===== src/rtl/wir_defs.svh =====
`ifndef WIR_DEFS_SVH
`define WIR_DEFS_SVH

// ****************************************************************
// timing
// ****************************************************************
`define WIR_CLK_KHZ 40000
`define WIR_RST_HOLD_US 18000
`define WIR_RST_HOLD_CYC ((`WIR_RST_HOLD_US * `WIR_CLK_KHZ) / 1000)
`define WIR_RST_CNT_W 20

// ****************************************************************
// addresses and reset values
// ****************************************************************
`define WIR_IRQ_VECTOR 16'h0006
`define WIR_VEC_RST 16'h0000
`define WIR_SRC_W 4
`define WIR_SRC_EXT 0
`define WIR_SRC_TMR 1
`define WIR_SRC_PIN 2
`define WIR_SRC_SER 3
`define WIR_TFLAG_POR 1'b1
`define WIR_PFLAG_POR 1'b1

`endif


===== src/rtl/wir_pkg.sv =====
package wir_pkg;

  // operating mode of the core
  typedef enum logic [1:0] {
    WIR_MODE_NORMAL = 2'h0,
    WIR_MODE_GREEN = 2'h1,
    WIR_MODE_IDLE = 2'h3,
    WIR_MODE_SLEEP = 2'h2
  } wir_mode_e;

  // sequencer states, gray along run -> low power -> run
  typedef enum logic [1:0] {
    WIR_ST_RUN = 2'h0,
    WIR_ST_LP = 2'h1,
    WIR_ST_RST = 2'h3
  } wir_state_e;

  // what an event asks the core to do
  typedef enum logic [1:0] {
    WIR_ACT_NONE = 2'h0,
    WIR_ACT_NEXT = 2'h1,
    WIR_ACT_VEC = 2'h2
  } wir_act_e;

endpackage


===== src/rtl/wir_pin_reset_det.sv =====
`timescale 1ns/10ps
`include "wir_defs.svh"

module wir_pin_reset_det (
  // clock and reset
  input wire logic core_clk_in,
  input wire logic arst_n_in,
  // reset pin, active low
  input wire logic reset_pin_n_in,
  // detection
  output logic low_start_out,
  output logic held_out
);

  logic pin_q_r;

  // previous pin level, idle high
  always_ff @(posedge core_clk_in or negedge arst_n_in) begin
    if (!arst_n_in) begin
      pin_q_r <= 1'b1;
    end else begin
      pin_q_r <= reset_pin_n_in;
    end
  end

  // high-to-low edge starts the reset; low level keeps it held
  assign low_start_out = pin_q_r & ~reset_pin_n_in;
  assign held_out = ~reset_pin_n_in;

endmodule


===== src/rtl/wir_status_flags.sv =====
`timescale 1ns/10ps
`include "wir_defs.svh"

module wir_status_flags (
  // clock and reset
  input wire logic core_clk_in,
  input wire logic arst_n_in,
  // events
  input wire logic lvr_evt_in,
  input wire logic pin_rst_evt_in,
  input wire logic wdt_rst_evt_in,
  input wire logic in_sleep_in,
  input wire logic sleep_wake_evt_in,
  input wire logic sleep_op_in,
  input wire logic wdt_clear_op_in,
  // flags
  output logic timeout_flag_out,
  output logic power_down_flag_out
);

  // time-out flag; reset events outrank instructions
  always_ff @(posedge core_clk_in or negedge arst_n_in) begin
    if (!arst_n_in) begin
      timeout_flag_out <= `WIR_TFLAG_POR;
    end else if (lvr_evt_in) begin
      timeout_flag_out <= `WIR_TFLAG_POR;
    end else if (wdt_rst_evt_in) begin
      timeout_flag_out <= 1'b0;
    end else if (pin_rst_evt_in) begin
      if (in_sleep_in) begin
        timeout_flag_out <= 1'b1;
      end
    end else if (sleep_wake_evt_in | sleep_op_in | wdt_clear_op_in) begin
      timeout_flag_out <= 1'b1;
    end
  end

  // power-down flag; operating resets keep it
  always_ff @(posedge core_clk_in or negedge arst_n_in) begin
    if (!arst_n_in) begin
      power_down_flag_out <= `WIR_PFLAG_POR;
    end else if (lvr_evt_in) begin
      power_down_flag_out <= `WIR_PFLAG_POR;
    end else if (wdt_rst_evt_in | pin_rst_evt_in) begin
      if (in_sleep_in) begin
        power_down_flag_out <= 1'b0;
      end
    end else if (sleep_wake_evt_in | sleep_op_in) begin
      power_down_flag_out <= 1'b0;
    end else if (wdt_clear_op_in) begin
      power_down_flag_out <= 1'b1;
    end
  end

endmodule


===== src/rtl/wir_wake_ctrl.sv =====
`timescale 1ns/10ps
`include "wir_defs.svh"

module wir_wake_ctrl #(
  parameter int RST_HOLD_CYC = `WIR_RST_HOLD_CYC
) (
  // clock and reset
  input wire logic core_clk_in,
  input wire logic arst_n_in,

  // instructions from the core, one-cycle pulses
  input wire logic sleep_op_in,
  input wire logic idle_op_in,
  input wire logic global_irq_enable_op_in,
  input wire logic global_irq_disable_op_in,
  input wire logic watchdog_clear_op_in,

  // running mode select: 1 green, 0 normal
  input wire logic green_sel_in,

  // external pin source
  input wire logic ext_pin_wake_enable_in,
  input wire logic ext_pin_irq_enable_in,
  input wire logic ext_irq_pins_evt_in,

  // timer overflow source
  input wire logic timer_overflow_irq_enable_in,
  input wire logic timer_counter_mode_in,
  input wire logic timer_overflow_evt_in,

  // port change source
  input wire logic pin_change_wake_enable_in,
  input wire logic pin_change_irq_enable_in,
  input wire logic pin_change_evt_in,

  // serial bus source
  input wire logic serial_slave_wake_enable_in,
  input wire logic serial_bus_irq_enable_in,
  input wire logic serial_slave_mode_in,
  input wire logic serial_rx_evt_in,

  // reset sources
  input wire logic reset_pin_n_in,
  input wire logic watchdog_timer_enable_in,
  input wire logic watchdog_timer_timeout_in,
  input wire logic low_voltage_reset_enable_in,
  input wire logic low_voltage_reset_in,

  // sequencing to the core
  output logic core_reset_out,
  output logic core_halt_out,
  output logic [1:0] mode_out,
  output logic wake_out,
  output logic resume_next_out,
  output logic irq_vector_req_out,
  output logic [15:0] vector_addr_out,
  output logic [`WIR_SRC_W-1:0] wake_src_out,
  output logic global_irq_enabled_out,
  output logic watchdog_clear_out,
  output logic serial_unusable_out,

  // status bits
  output logic timeout_flag_out,
  output logic power_down_flag_out
);

  // ****************************************************************
  // declarations
  // ****************************************************************
  wir_pkg::wir_state_e state_r;
  wir_pkg::wir_state_e state_nxt;
  wir_pkg::wir_mode_e mode_r;
  wir_pkg::wir_mode_e mode_nxt;
  wir_pkg::wir_mode_e run_mode;
  wir_pkg::wir_act_e act_src [`WIR_SRC_W];
  wir_pkg::wir_act_e act_best;
  logic [`WIR_SRC_W-1:0] evt_vec;
  logic [`WIR_SRC_W-1:0] hit_vec;
  logic [`WIR_RST_CNT_W-1:0] cnt_r;
  logic cnt_done;
  logic gie_r;
  logic lp;
  logic run;
  logic is_sleep;
  logic is_idle;
  logic is_norm;
  logic pin_low_start;
  logic pin_held;
  logic wdt_trig;
  logic lvr_trig;
  logic rst_trig;
  logic sleep_go;
  logic idle_go;
  logic wake_go;
  logic sleep_wake;

  // ****************************************************************
  // decoding
  // ****************************************************************

  // action of one source: in low power it must be allowed to wake,
  // and it only vectors where the mode lets it; running, it follows gie
  function automatic wir_pkg::wir_act_e wir_act_f(
    input logic in_lp,
    input logic wake_ok,
    input logic vec_ok,
    input logic run_ok,
    input logic gie
  );
    wir_pkg::wir_act_e res;
    res = wir_pkg::WIR_ACT_NONE;
    if (in_lp) begin
      if (wake_ok) begin
        res = (vec_ok && gie) ? wir_pkg::WIR_ACT_VEC
                              : wir_pkg::WIR_ACT_NEXT;
      end
    end else if (run_ok) begin
      res = gie ? wir_pkg::WIR_ACT_VEC : wir_pkg::WIR_ACT_NEXT;
    end
    return res;
  endfunction

  // mode qualifiers
  assign lp = (state_r == wir_pkg::WIR_ST_LP);
  assign run = (state_r == wir_pkg::WIR_ST_RUN);
  assign is_sleep = (mode_r == wir_pkg::WIR_MODE_SLEEP);
  assign is_idle = (mode_r == wir_pkg::WIR_MODE_IDLE);
  assign is_norm = (mode_r == wir_pkg::WIR_MODE_NORMAL);
  assign run_mode = green_sel_in ? wir_pkg::WIR_MODE_GREEN
                                 : wir_pkg::WIR_MODE_NORMAL;

  // ****************************************************************
  // reset sources
  // ****************************************************************

  // reset pin edge and level
  wir_pin_reset_det u_pin_det (
    .core_clk_in(core_clk_in),
    .arst_n_in(arst_n_in),
    .reset_pin_n_in(reset_pin_n_in),
    .low_start_out(pin_low_start),
    .held_out(pin_held)
  );

  // watchdog acts in every mode when enabled; low voltage likewise
  assign wdt_trig = watchdog_timer_enable_in & watchdog_timer_timeout_in;
  assign lvr_trig = low_voltage_reset_enable_in & low_voltage_reset_in;
  assign rst_trig = pin_low_start | wdt_trig | lvr_trig;

  // ****************************************************************
  // wake and interrupt sources
  // ****************************************************************

  // events sorted into a vector, indexed by source
  assign evt_vec[`WIR_SRC_EXT] = ext_irq_pins_evt_in;
  assign evt_vec[`WIR_SRC_TMR] = timer_overflow_evt_in;
  assign evt_vec[`WIR_SRC_PIN] = pin_change_evt_in;
  assign evt_vec[`WIR_SRC_SER] = serial_rx_evt_in;

  // per-source action tables
  always_comb begin
    // external pins need their irq enable everywhere; idle never vectors
    act_src[`WIR_SRC_EXT] = wir_act_f(lp,
      ext_pin_wake_enable_in & ext_pin_irq_enable_in,
      is_sleep & ext_pin_irq_enable_in,
      ext_pin_irq_enable_in, gie_r);
    // sleep wake only when the timer counts external edges
    act_src[`WIR_SRC_TMR] = wir_act_f(lp,
      timer_overflow_irq_enable_in & (is_idle | timer_counter_mode_in),
      is_sleep & timer_overflow_irq_enable_in,
      timer_overflow_irq_enable_in, gie_r);
    // port change wakes on its wake enable alone
    act_src[`WIR_SRC_PIN] = wir_act_f(lp,
      pin_change_wake_enable_in,
      pin_change_irq_enable_in,
      pin_change_irq_enable_in, gie_r);
    // serial receive wakes only as a slave; running, it interrupts only in normal
    act_src[`WIR_SRC_SER] = wir_act_f(lp,
      serial_slave_wake_enable_in & serial_slave_mode_in,
      serial_bus_irq_enable_in,
      serial_bus_irq_enable_in & is_norm, gie_r);
  end

  // sources that fire with a non-empty action
  genvar gi;
  generate
    for (gi = 0; gi < `WIR_SRC_W; gi = gi + 1) begin : g_hit
      assign hit_vec[gi] = evt_vec[gi] &
                           (act_src[gi] != wir_pkg::WIR_ACT_NONE);
    end
  endgenerate

  // vector outranks next when two sources fire together
  always_comb begin
    act_best = wir_pkg::WIR_ACT_NONE;
    for (int i = 0; i < `WIR_SRC_W; i++) begin
      if (hit_vec[i] && (act_src[i] == wir_pkg::WIR_ACT_VEC)) begin
        act_best = wir_pkg::WIR_ACT_VEC;
      end else if (hit_vec[i] && (act_best == wir_pkg::WIR_ACT_NONE)) begin
        act_best = wir_pkg::WIR_ACT_NEXT;
      end
    end
  end

  // ****************************************************************
  // sequencer
  // ****************************************************************

  // requests qualified by state; reset always wins
  assign sleep_go = run & sleep_op_in & ~rst_trig;
  assign idle_go = run & ~sleep_op_in & idle_op_in & ~rst_trig;
  assign wake_go = lp & ~rst_trig & (act_best != wir_pkg::WIR_ACT_NONE);
  assign sleep_wake = wake_go & is_sleep;

  // hold counter reaches the reset time
  assign cnt_done = (cnt_r == RST_HOLD_CYC[`WIR_RST_CNT_W-1:0] -
                     `WIR_RST_CNT_W'(1));

  // next state and mode
  always_comb begin
    state_nxt = state_r;
    mode_nxt = mode_r;
    case (state_r)
      wir_pkg::WIR_ST_RUN: begin
        if (rst_trig) begin
          state_nxt = wir_pkg::WIR_ST_RST;
        end else if (sleep_go) begin
          state_nxt = wir_pkg::WIR_ST_LP;
          mode_nxt = wir_pkg::WIR_MODE_SLEEP;
        end else if (idle_go) begin
          state_nxt = wir_pkg::WIR_ST_LP;
          mode_nxt = wir_pkg::WIR_MODE_IDLE;
        end else begin
          mode_nxt = run_mode;
        end
      end
      wir_pkg::WIR_ST_LP: begin
        if (rst_trig) begin
          state_nxt = wir_pkg::WIR_ST_RST;
        end else if (wake_go) begin
          state_nxt = wir_pkg::WIR_ST_RUN;
          mode_nxt = run_mode;
        end
      end
      wir_pkg::WIR_ST_RST: begin
        // stays until the pin is released and the hold time ran out
        if (!rst_trig && !pin_held && cnt_done) begin
          state_nxt = wir_pkg::WIR_ST_RUN;
          mode_nxt = wir_pkg::WIR_MODE_NORMAL;
        end
      end
      default: begin
        state_nxt = wir_pkg::WIR_ST_RST;
        mode_nxt = wir_pkg::WIR_MODE_NORMAL;
      end
    endcase
  end

  // state register; power-on starts inside the reset hold
  always_ff @(posedge core_clk_in or negedge arst_n_in) begin
    if (!arst_n_in) begin
      state_r <= wir_pkg::WIR_ST_RST;
    end else begin
      state_r <= state_nxt;
    end
  end

  // mode register
  always_ff @(posedge core_clk_in or negedge arst_n_in) begin
    if (!arst_n_in) begin
      mode_r <= wir_pkg::WIR_MODE_NORMAL;
    end else begin
      mode_r <= mode_nxt;
    end
  end

  // reset hold counter; any new trigger or a held pin restarts it
  always_ff @(posedge core_clk_in or negedge arst_n_in) begin
    if (!arst_n_in) begin
      cnt_r <= '0;
    end else if (state_r != wir_pkg::WIR_ST_RST) begin
      cnt_r <= '0;
    end else if (rst_trig || pin_held) begin
      cnt_r <= '0;
    end else if (!cnt_done) begin
      cnt_r <= cnt_r + `WIR_RST_CNT_W'(1);
    end
  end

  // ****************************************************************
  // global interrupt state
  // ****************************************************************

  // cleared by any reset so a restart never vectors unasked
  always_ff @(posedge core_clk_in or negedge arst_n_in) begin
    if (!arst_n_in) begin
      gie_r <= 1'b0;
    end else if (rst_trig || (state_r == wir_pkg::WIR_ST_RST)) begin
      gie_r <= 1'b0;
    end else if (global_irq_enable_op_in) begin
      gie_r <= 1'b1;
    end else if (global_irq_disable_op_in) begin
      gie_r <= 1'b0;
    end
  end

  // ****************************************************************
  // answers to the core
  // ****************************************************************

  // one-cycle pulses for wake, continue and vector
  always_ff @(posedge core_clk_in or negedge arst_n_in) begin
    if (!arst_n_in) begin
      wake_out <= 1'b0;
      resume_next_out <= 1'b0;
      irq_vector_req_out <= 1'b0;
    end else begin
      wake_out <= wake_go;
      resume_next_out <= (lp | run) & ~rst_trig &
                         (act_best == wir_pkg::WIR_ACT_NEXT);
      irq_vector_req_out <= (lp | run) & ~rst_trig &
                            (act_best == wir_pkg::WIR_ACT_VEC);
    end
  end

  // fetch address for the core, held until the next decision
  always_ff @(posedge core_clk_in or negedge arst_n_in) begin
    if (!arst_n_in) begin
      vector_addr_out <= `WIR_VEC_RST;
    end else if (state_r == wir_pkg::WIR_ST_RST) begin
      vector_addr_out <= `WIR_VEC_RST;
    end else if ((lp | run) && !rst_trig &&
                 (act_best == wir_pkg::WIR_ACT_VEC)) begin
      vector_addr_out <= `WIR_IRQ_VECTOR;
    end
  end

  // which sources woke the core last
  always_ff @(posedge core_clk_in or negedge arst_n_in) begin
    if (!arst_n_in) begin
      wake_src_out <= '0;
    end else if (wake_go) begin
      wake_src_out <= hit_vec;
    end
  end

  // watchdog is cleared on sleep entry and by its own op, keeps counting
  always_ff @(posedge core_clk_in or negedge arst_n_in) begin
    if (!arst_n_in) begin
      watchdog_clear_out <= 1'b0;
    end else begin
      watchdog_clear_out <= sleep_go | (watchdog_clear_op_in & ~rst_trig);
    end
  end

  // plain status views
  assign core_reset_out = (state_r == wir_pkg::WIR_ST_RST);
  assign core_halt_out = lp;
  assign mode_out = mode_r;
  assign global_irq_enabled_out = gie_r;
  assign serial_unusable_out = (mode_r == wir_pkg::WIR_MODE_GREEN);

  // ****************************************************************
  // reset and wake cause flags
  // ****************************************************************

  // software reads these to tell why the core restarted
  wir_status_flags u_flags (
    .core_clk_in(core_clk_in),
    .arst_n_in(arst_n_in),
    .lvr_evt_in(lvr_trig),
    .pin_rst_evt_in(pin_low_start),
    .wdt_rst_evt_in(wdt_trig),
    .in_sleep_in(lp & is_sleep),
    .sleep_wake_evt_in(sleep_wake),
    .sleep_op_in(sleep_go),
    .wdt_clear_op_in(watchdog_clear_op_in & run & ~rst_trig),
    .timeout_flag_out(timeout_flag_out),
    .power_down_flag_out(power_down_flag_out)
  );

endmodule


===== config.mk =====
export PLATFORM = sky130hd
export DESIGN_NAME = wir_wake_ctrl
export DESIGN_NICKNAME = d
export VERILOG_FILES = /design/src/rtl/wir_pkg.sv /design/src/rtl/wir_pin_reset_det.sv /design/src/rtl/wir_status_flags.sv /design/src/rtl/wir_wake_ctrl.sv
export VERILOG_INCLUDE_DIRS = /design/src /design/src/rtl
export SDC_FILE = /design/constraint.sdc
export NUM_CORES = 1
export LEC_CHECK = 0
export BUFFER_PORTS_ARGS = -buffer_cell sky130_fd_sc_hd__buf_4
export CAP_MARGIN = 20
export CORE_MARGIN = 2
export CORE_UTILIZATION = 37
export DETAILED_ROUTE_END_ITERATION = 7
export PLACE_DENSITY = 0.64
export RECOVER_POWER = 50
export SLEW_MARGIN = 20
export SYNTH_ARGS = -nofsm -noshare
export SYNTH_HDL_FRONTEND = slang
export SYNTH_SLANG_ARGS = --single-unit

===== constraint.sdc =====
create_clock -name core_clk_in -period 2.71 [get_ports core_clk_in]
set_input_delay 0.271 -clock core_clk_in [delete_from_list [all_inputs] [get_ports core_clk_in]]
set_output_delay 0.271 -clock core_clk_in [all_outputs]
set_load 0.01 [all_outputs]

==> metrics.log <==
[metrics] via/cell ratio: between 5 and 6
[metrics] number of port buffers: 43
[metrics] pin count of the biggest net entering global routing: 38
[metrics] Post-DP Area: 2380 um^2
[metrics] Clk pin slew, worst setup/hold paths: roughly 0.080 ns
[metrics] area overhead of the layout relative to synthesis: 17.06%
[metrics] final cell count without fillers: 331
[metrics] arrival time of data at the critical path endpoint: around 2.2 ns
[metrics] required time of the critical path: 2.95 ns
[metrics] smallest hold slack: slightly below 0.09 ns
[metrics] number of pins with negative max-slew slack in the final report: 0
[metrics] total number of placement rows: 27
[metrics] status: completed
[metrics] startpoint type of the worst setup path: register
[metrics] DRC violation total after the first TritonRoute iteration: roughly 100
[metrics] final critical delay including setup and external delays: between 1.5 and 2 ns
[metrics] TritonCTS clock tree: yes
[metrics] clk root buf: clkbuf_8
[metrics] die span in y: slightly below 80 um
[metrics] clock buffers created by TritonCTS: 5
[metrics] syn avg cell area: around 9.7 um^2
[metrics] startpoint of the worst register-to-register path: state_r[1]
[metrics] ratio of final minimum period to clock period: 70.44%
[metrics] worst r2r path cells: 5
[metrics] number of clock sinks: 37
[metrics] total standard cell area after synthesis: 2083 um^2
[metrics] highest-delay cell along the critical path: dfstp_2
[metrics] overall via count from detail_route: around 1700
[metrics] Post-Synthesis Cells: 215
[metrics] Rel. slew slack: between 40% and 50%
[metrics] worst hold path type: primary input to register
[metrics] crit-path max cell delay: 0.62 ns
[metrics] Buf+Inv Stages, Crit Path: 0
[metrics] Gates resized, CTS repair: 0
[metrics] number of antenna violations at the first check in global routing: 0
[metrics] HPWL after detailed placement: 3.303 mm
[metrics] delay-heaviest family, CP: compound AO/OA/AOI/OAI gates
[metrics] total power per unit cell area: roughly 450 nW/um^2
[metrics] register bit total from synthesis: 37
[metrics] wire length of the first global-routing pass: 7.465 mm
[metrics] CP Class: register to register
[metrics] Setup Fix Bufs, Post-CTS: 0
[metrics] Die Width: 79.04 um
[metrics] sum of routed wire length over all layers: ~4.5 mm
[metrics] detail-routed net length per standard cell: approximately 13 um
[metrics] count of maximum capacitance violations: 0
[metrics] Reg2Reg Setup Slack: 0.80 ns
[metrics] Primary FF master, synth: dfrtp_1
[metrics] Pre-Repair DR Iteration Count: 4
[metrics] Core Area: approximately 5500 um^2
[metrics] Min-Delay Endpoint: u_pin_det.pin_q_r
[metrics] final non-filler cell area: about 2400 um^2
[metrics] Clock H-tree levels: 2
[metrics] Die Outline Area: around 6200 um^2
[metrics] number of different library cells in the post-synthesis netlist: 48
[metrics] static leakage: 1.098 nW
[metrics] total of warnings raised by yosys: 0
[metrics] number of antenna-violating nets in the routed design: 0
[metrics] list of cells traversed by the critical path: and4b_2, a31oi_1, o21ai_0, o211ai_4, o221a_1
[metrics] Worst Max-Slew Pin Slew: 0.8827 ns
[metrics] IO Pins: a little under 60
[metrics] Worst IR Drop VDD: around 0.19 mV
[metrics] skew final: between 0.01 and 0.015 ns
[metrics] Ant. Diodes: 0
[metrics] Setup crit end kind: register
[metrics] Hold Path Stages: 1
[metrics] vias in the first global route: about 1600
[metrics] sequential-to-total area share from yosys stat: about 45%
[metrics] RSZ-0062 raised after global routing: no
[metrics] total grt overflow: 0
[metrics] final setup violation count: 0
[metrics] Clk Latency, worst-skew pair: 0.30 ns
[metrics] cell count after placement: between 300 and 400
[metrics] Fin. Hold Viols: 0
[metrics] layout cell share with drive strength beyond 1: 21.24%
[metrics] final net count: roughly 290
[metrics] share of flip-flops with an asynchronous set or reset after synthesis: 100.0%
[metrics] terminus of the critical flop-to-flop path: state_r[0]
[metrics] final total negative setup slack: 0 ns
[metrics] startpoint of the tightest hold check path: reset_pin_n_in
[metrics] biggest fanout along the worst timing path: 9
[metrics] Max Root-Sink Buffers: 2
[metrics] detailed-route DRC error count: 0
[metrics] core occupancy in the finished layout: 44.56%
[metrics] effective utilization at floorplan: about two fifths
[metrics] total routing usage reported by global routing: approximately 15%
[metrics] Placer Congestion: approximately 0.91
[metrics] EDFF count, synth: 0
[metrics] fillers: 550
[metrics] maximum clock frequency: 523.8 MHz
[power by group]
part	total [mW]	internal [mW]	switching [mW]	leakage, nW
Sequential	0.586	0.569	0.0170	0.495
Clock	0.379	0.184	0.196	0.0424
Combinational	0.143	0.0631	0.0799	0.561
[cell families after synthesis]
group	share of synthesized area [%]
adders and majority gates	0.6005
buffers and inverters	9.729
other	0.1800
and+or+nand+nor	21.02
DFF	44.75
xor gates and xnor gates	6.727
AOI/OAI and AO/OA	16.52
muxes	0.4805
[worst reg2reg max path: cells and delay by family (launching register included)]
family	cells	cell delay, ns
flip-flops	1	0.62
AO/OA/AOI/OAI	4	0.97
AND/OR/NAND/NOR	1	0.27
[flip-flops by register name (all words and copies together), names as in the netlist, 2 cells and up]
register and flops:
state_r 2, mode_out 2, wake_src_out 4, cnt_r 20
[area by class of cell]
type | instances | area [um^2] | share of cell area, %
Clock buffer | 7 | 76.32 | 3.130
Clock inverter | 1 | 8.758 | 0.3592
Inverter | 10 | 37.54 | 1.539
Multi-Input combinational cell | 160 | 997.2 | 40.89
Sequential cell | 37 | 932.1 | 38.22
Tap cell | 72 | 90.09 | 3.694
Timing Repair Buffer | 44 | 296.5 | 12.16
[layer usage]
layer / global-route usage [%] / routed length, um / vias to the layer above
li1: - / - / 815
met1: 20.36 / 2076 / 818
met2: 23.90 / 2061 / 51
met4: 6.207 / 82 / 0
met5: 0 / 0 / -
met3: 3.523 / 230 / 6
[cell usage after synthesis, types with 2 or more instances]
| cell | instances | share of area (%) |
|---|---|---|
| a21o_1 | 2 | 0.72 |
| xnor2_1 | 9 | 3.8 |
| nand3_1 | 9 | 2.2 |
| inv_1 | 9 | 1.6 |
| and3_1 | 4 | 1.2 |
| o2bb2ai_1 | 4 | 1.7 |
| and2_1 | 2 | 0.60 |
| nand4_1 | 6 | 1.8 |
| nand2_1 | 12 | 2.2 |
| nor2_1 | 24 | 4.3 |
| o211ai_1 | 2 | 0.72 |
| nor2b_1 | 2 | 0.60 |
| nand2b_1 | 3 | 0.90 |
| o21ai_0 | 5 | 1.2 |
| a31oi_1 | 3 | 0.90 |
| dfrtp_1 | 32 | 38 |
| nor4_1 | 3 | 0.90 |
| xor2_1 | 7 | 2.9 |
| a22oi_1 | 2 | 0.72 |
| buf_4 | 17 | 6.1 |
| dfstp_2 | 5 | 6.3 |
| or3_1 | 3 | 0.90 |
| a21oi_1 | 12 | 2.9 |
| a22o_1 | 4 | 1.7 |
| buf_6 | 3 | 1.6 |
| nor3_1 | 8 | 1.9 |
| o31ai_1 | 2 | 0.72 |
[how the worst max path moves through the flow]
stage               start                  to  depth (start not counted)
2_1_floorplan  state_r[1]  vector_addr_out[1]                          8
3_3_place_gp   state_r[1]          state_r[0]                          5
3_5_place_dp   state_r[1]          state_r[0]                          5
4_1_cts        state_r[1]          state_r[0]                          5
5_1_grt        state_r[1]  vector_addr_out[1]                          6
6_report       state_r[1]          state_r[0]                          5
[through the flow]
| stage | setup slack [ns] | power, mW |
|---|---|---|
| finish | 0.8010 | 1.109 |
| global route | 0.6877 | 1.164 |
| CTS | 0.8433 | 1.131 |
| detailed placement | 0.8716 | 0.7427 |
| global placement | 0.8586 | 0.7431 |
| floorplan | 0.9997 | 0.6777 |
[repair_timing]
| action | 4_1_cts | 5_1_grt |
|---|---|---|
| endpoints found under the setup margin | 0 | 0 |
| hold endpoints to repair | 32 | 0 |
| hold buffers | 1 | 0 |
[placed cells by master, fill, tap and decap left out, drive strengths merged, types with 3 or more instances in the layout]
master and n:
clkbuf 17, o211ai 4, nand4 6, dfstp 5
nor3 8, inv 10, dfrtp 32, o21ai 6
xor2 7, nor2 24, nand2b 4, conb 14
nand2 13, a22o 4, a21oi 12, or3 3
and3 4, buf 33, o2bb2ai 4, nor4 3
a31oi 3, xnor2 9, nand3 10
(Power assumes the default switching activity.)
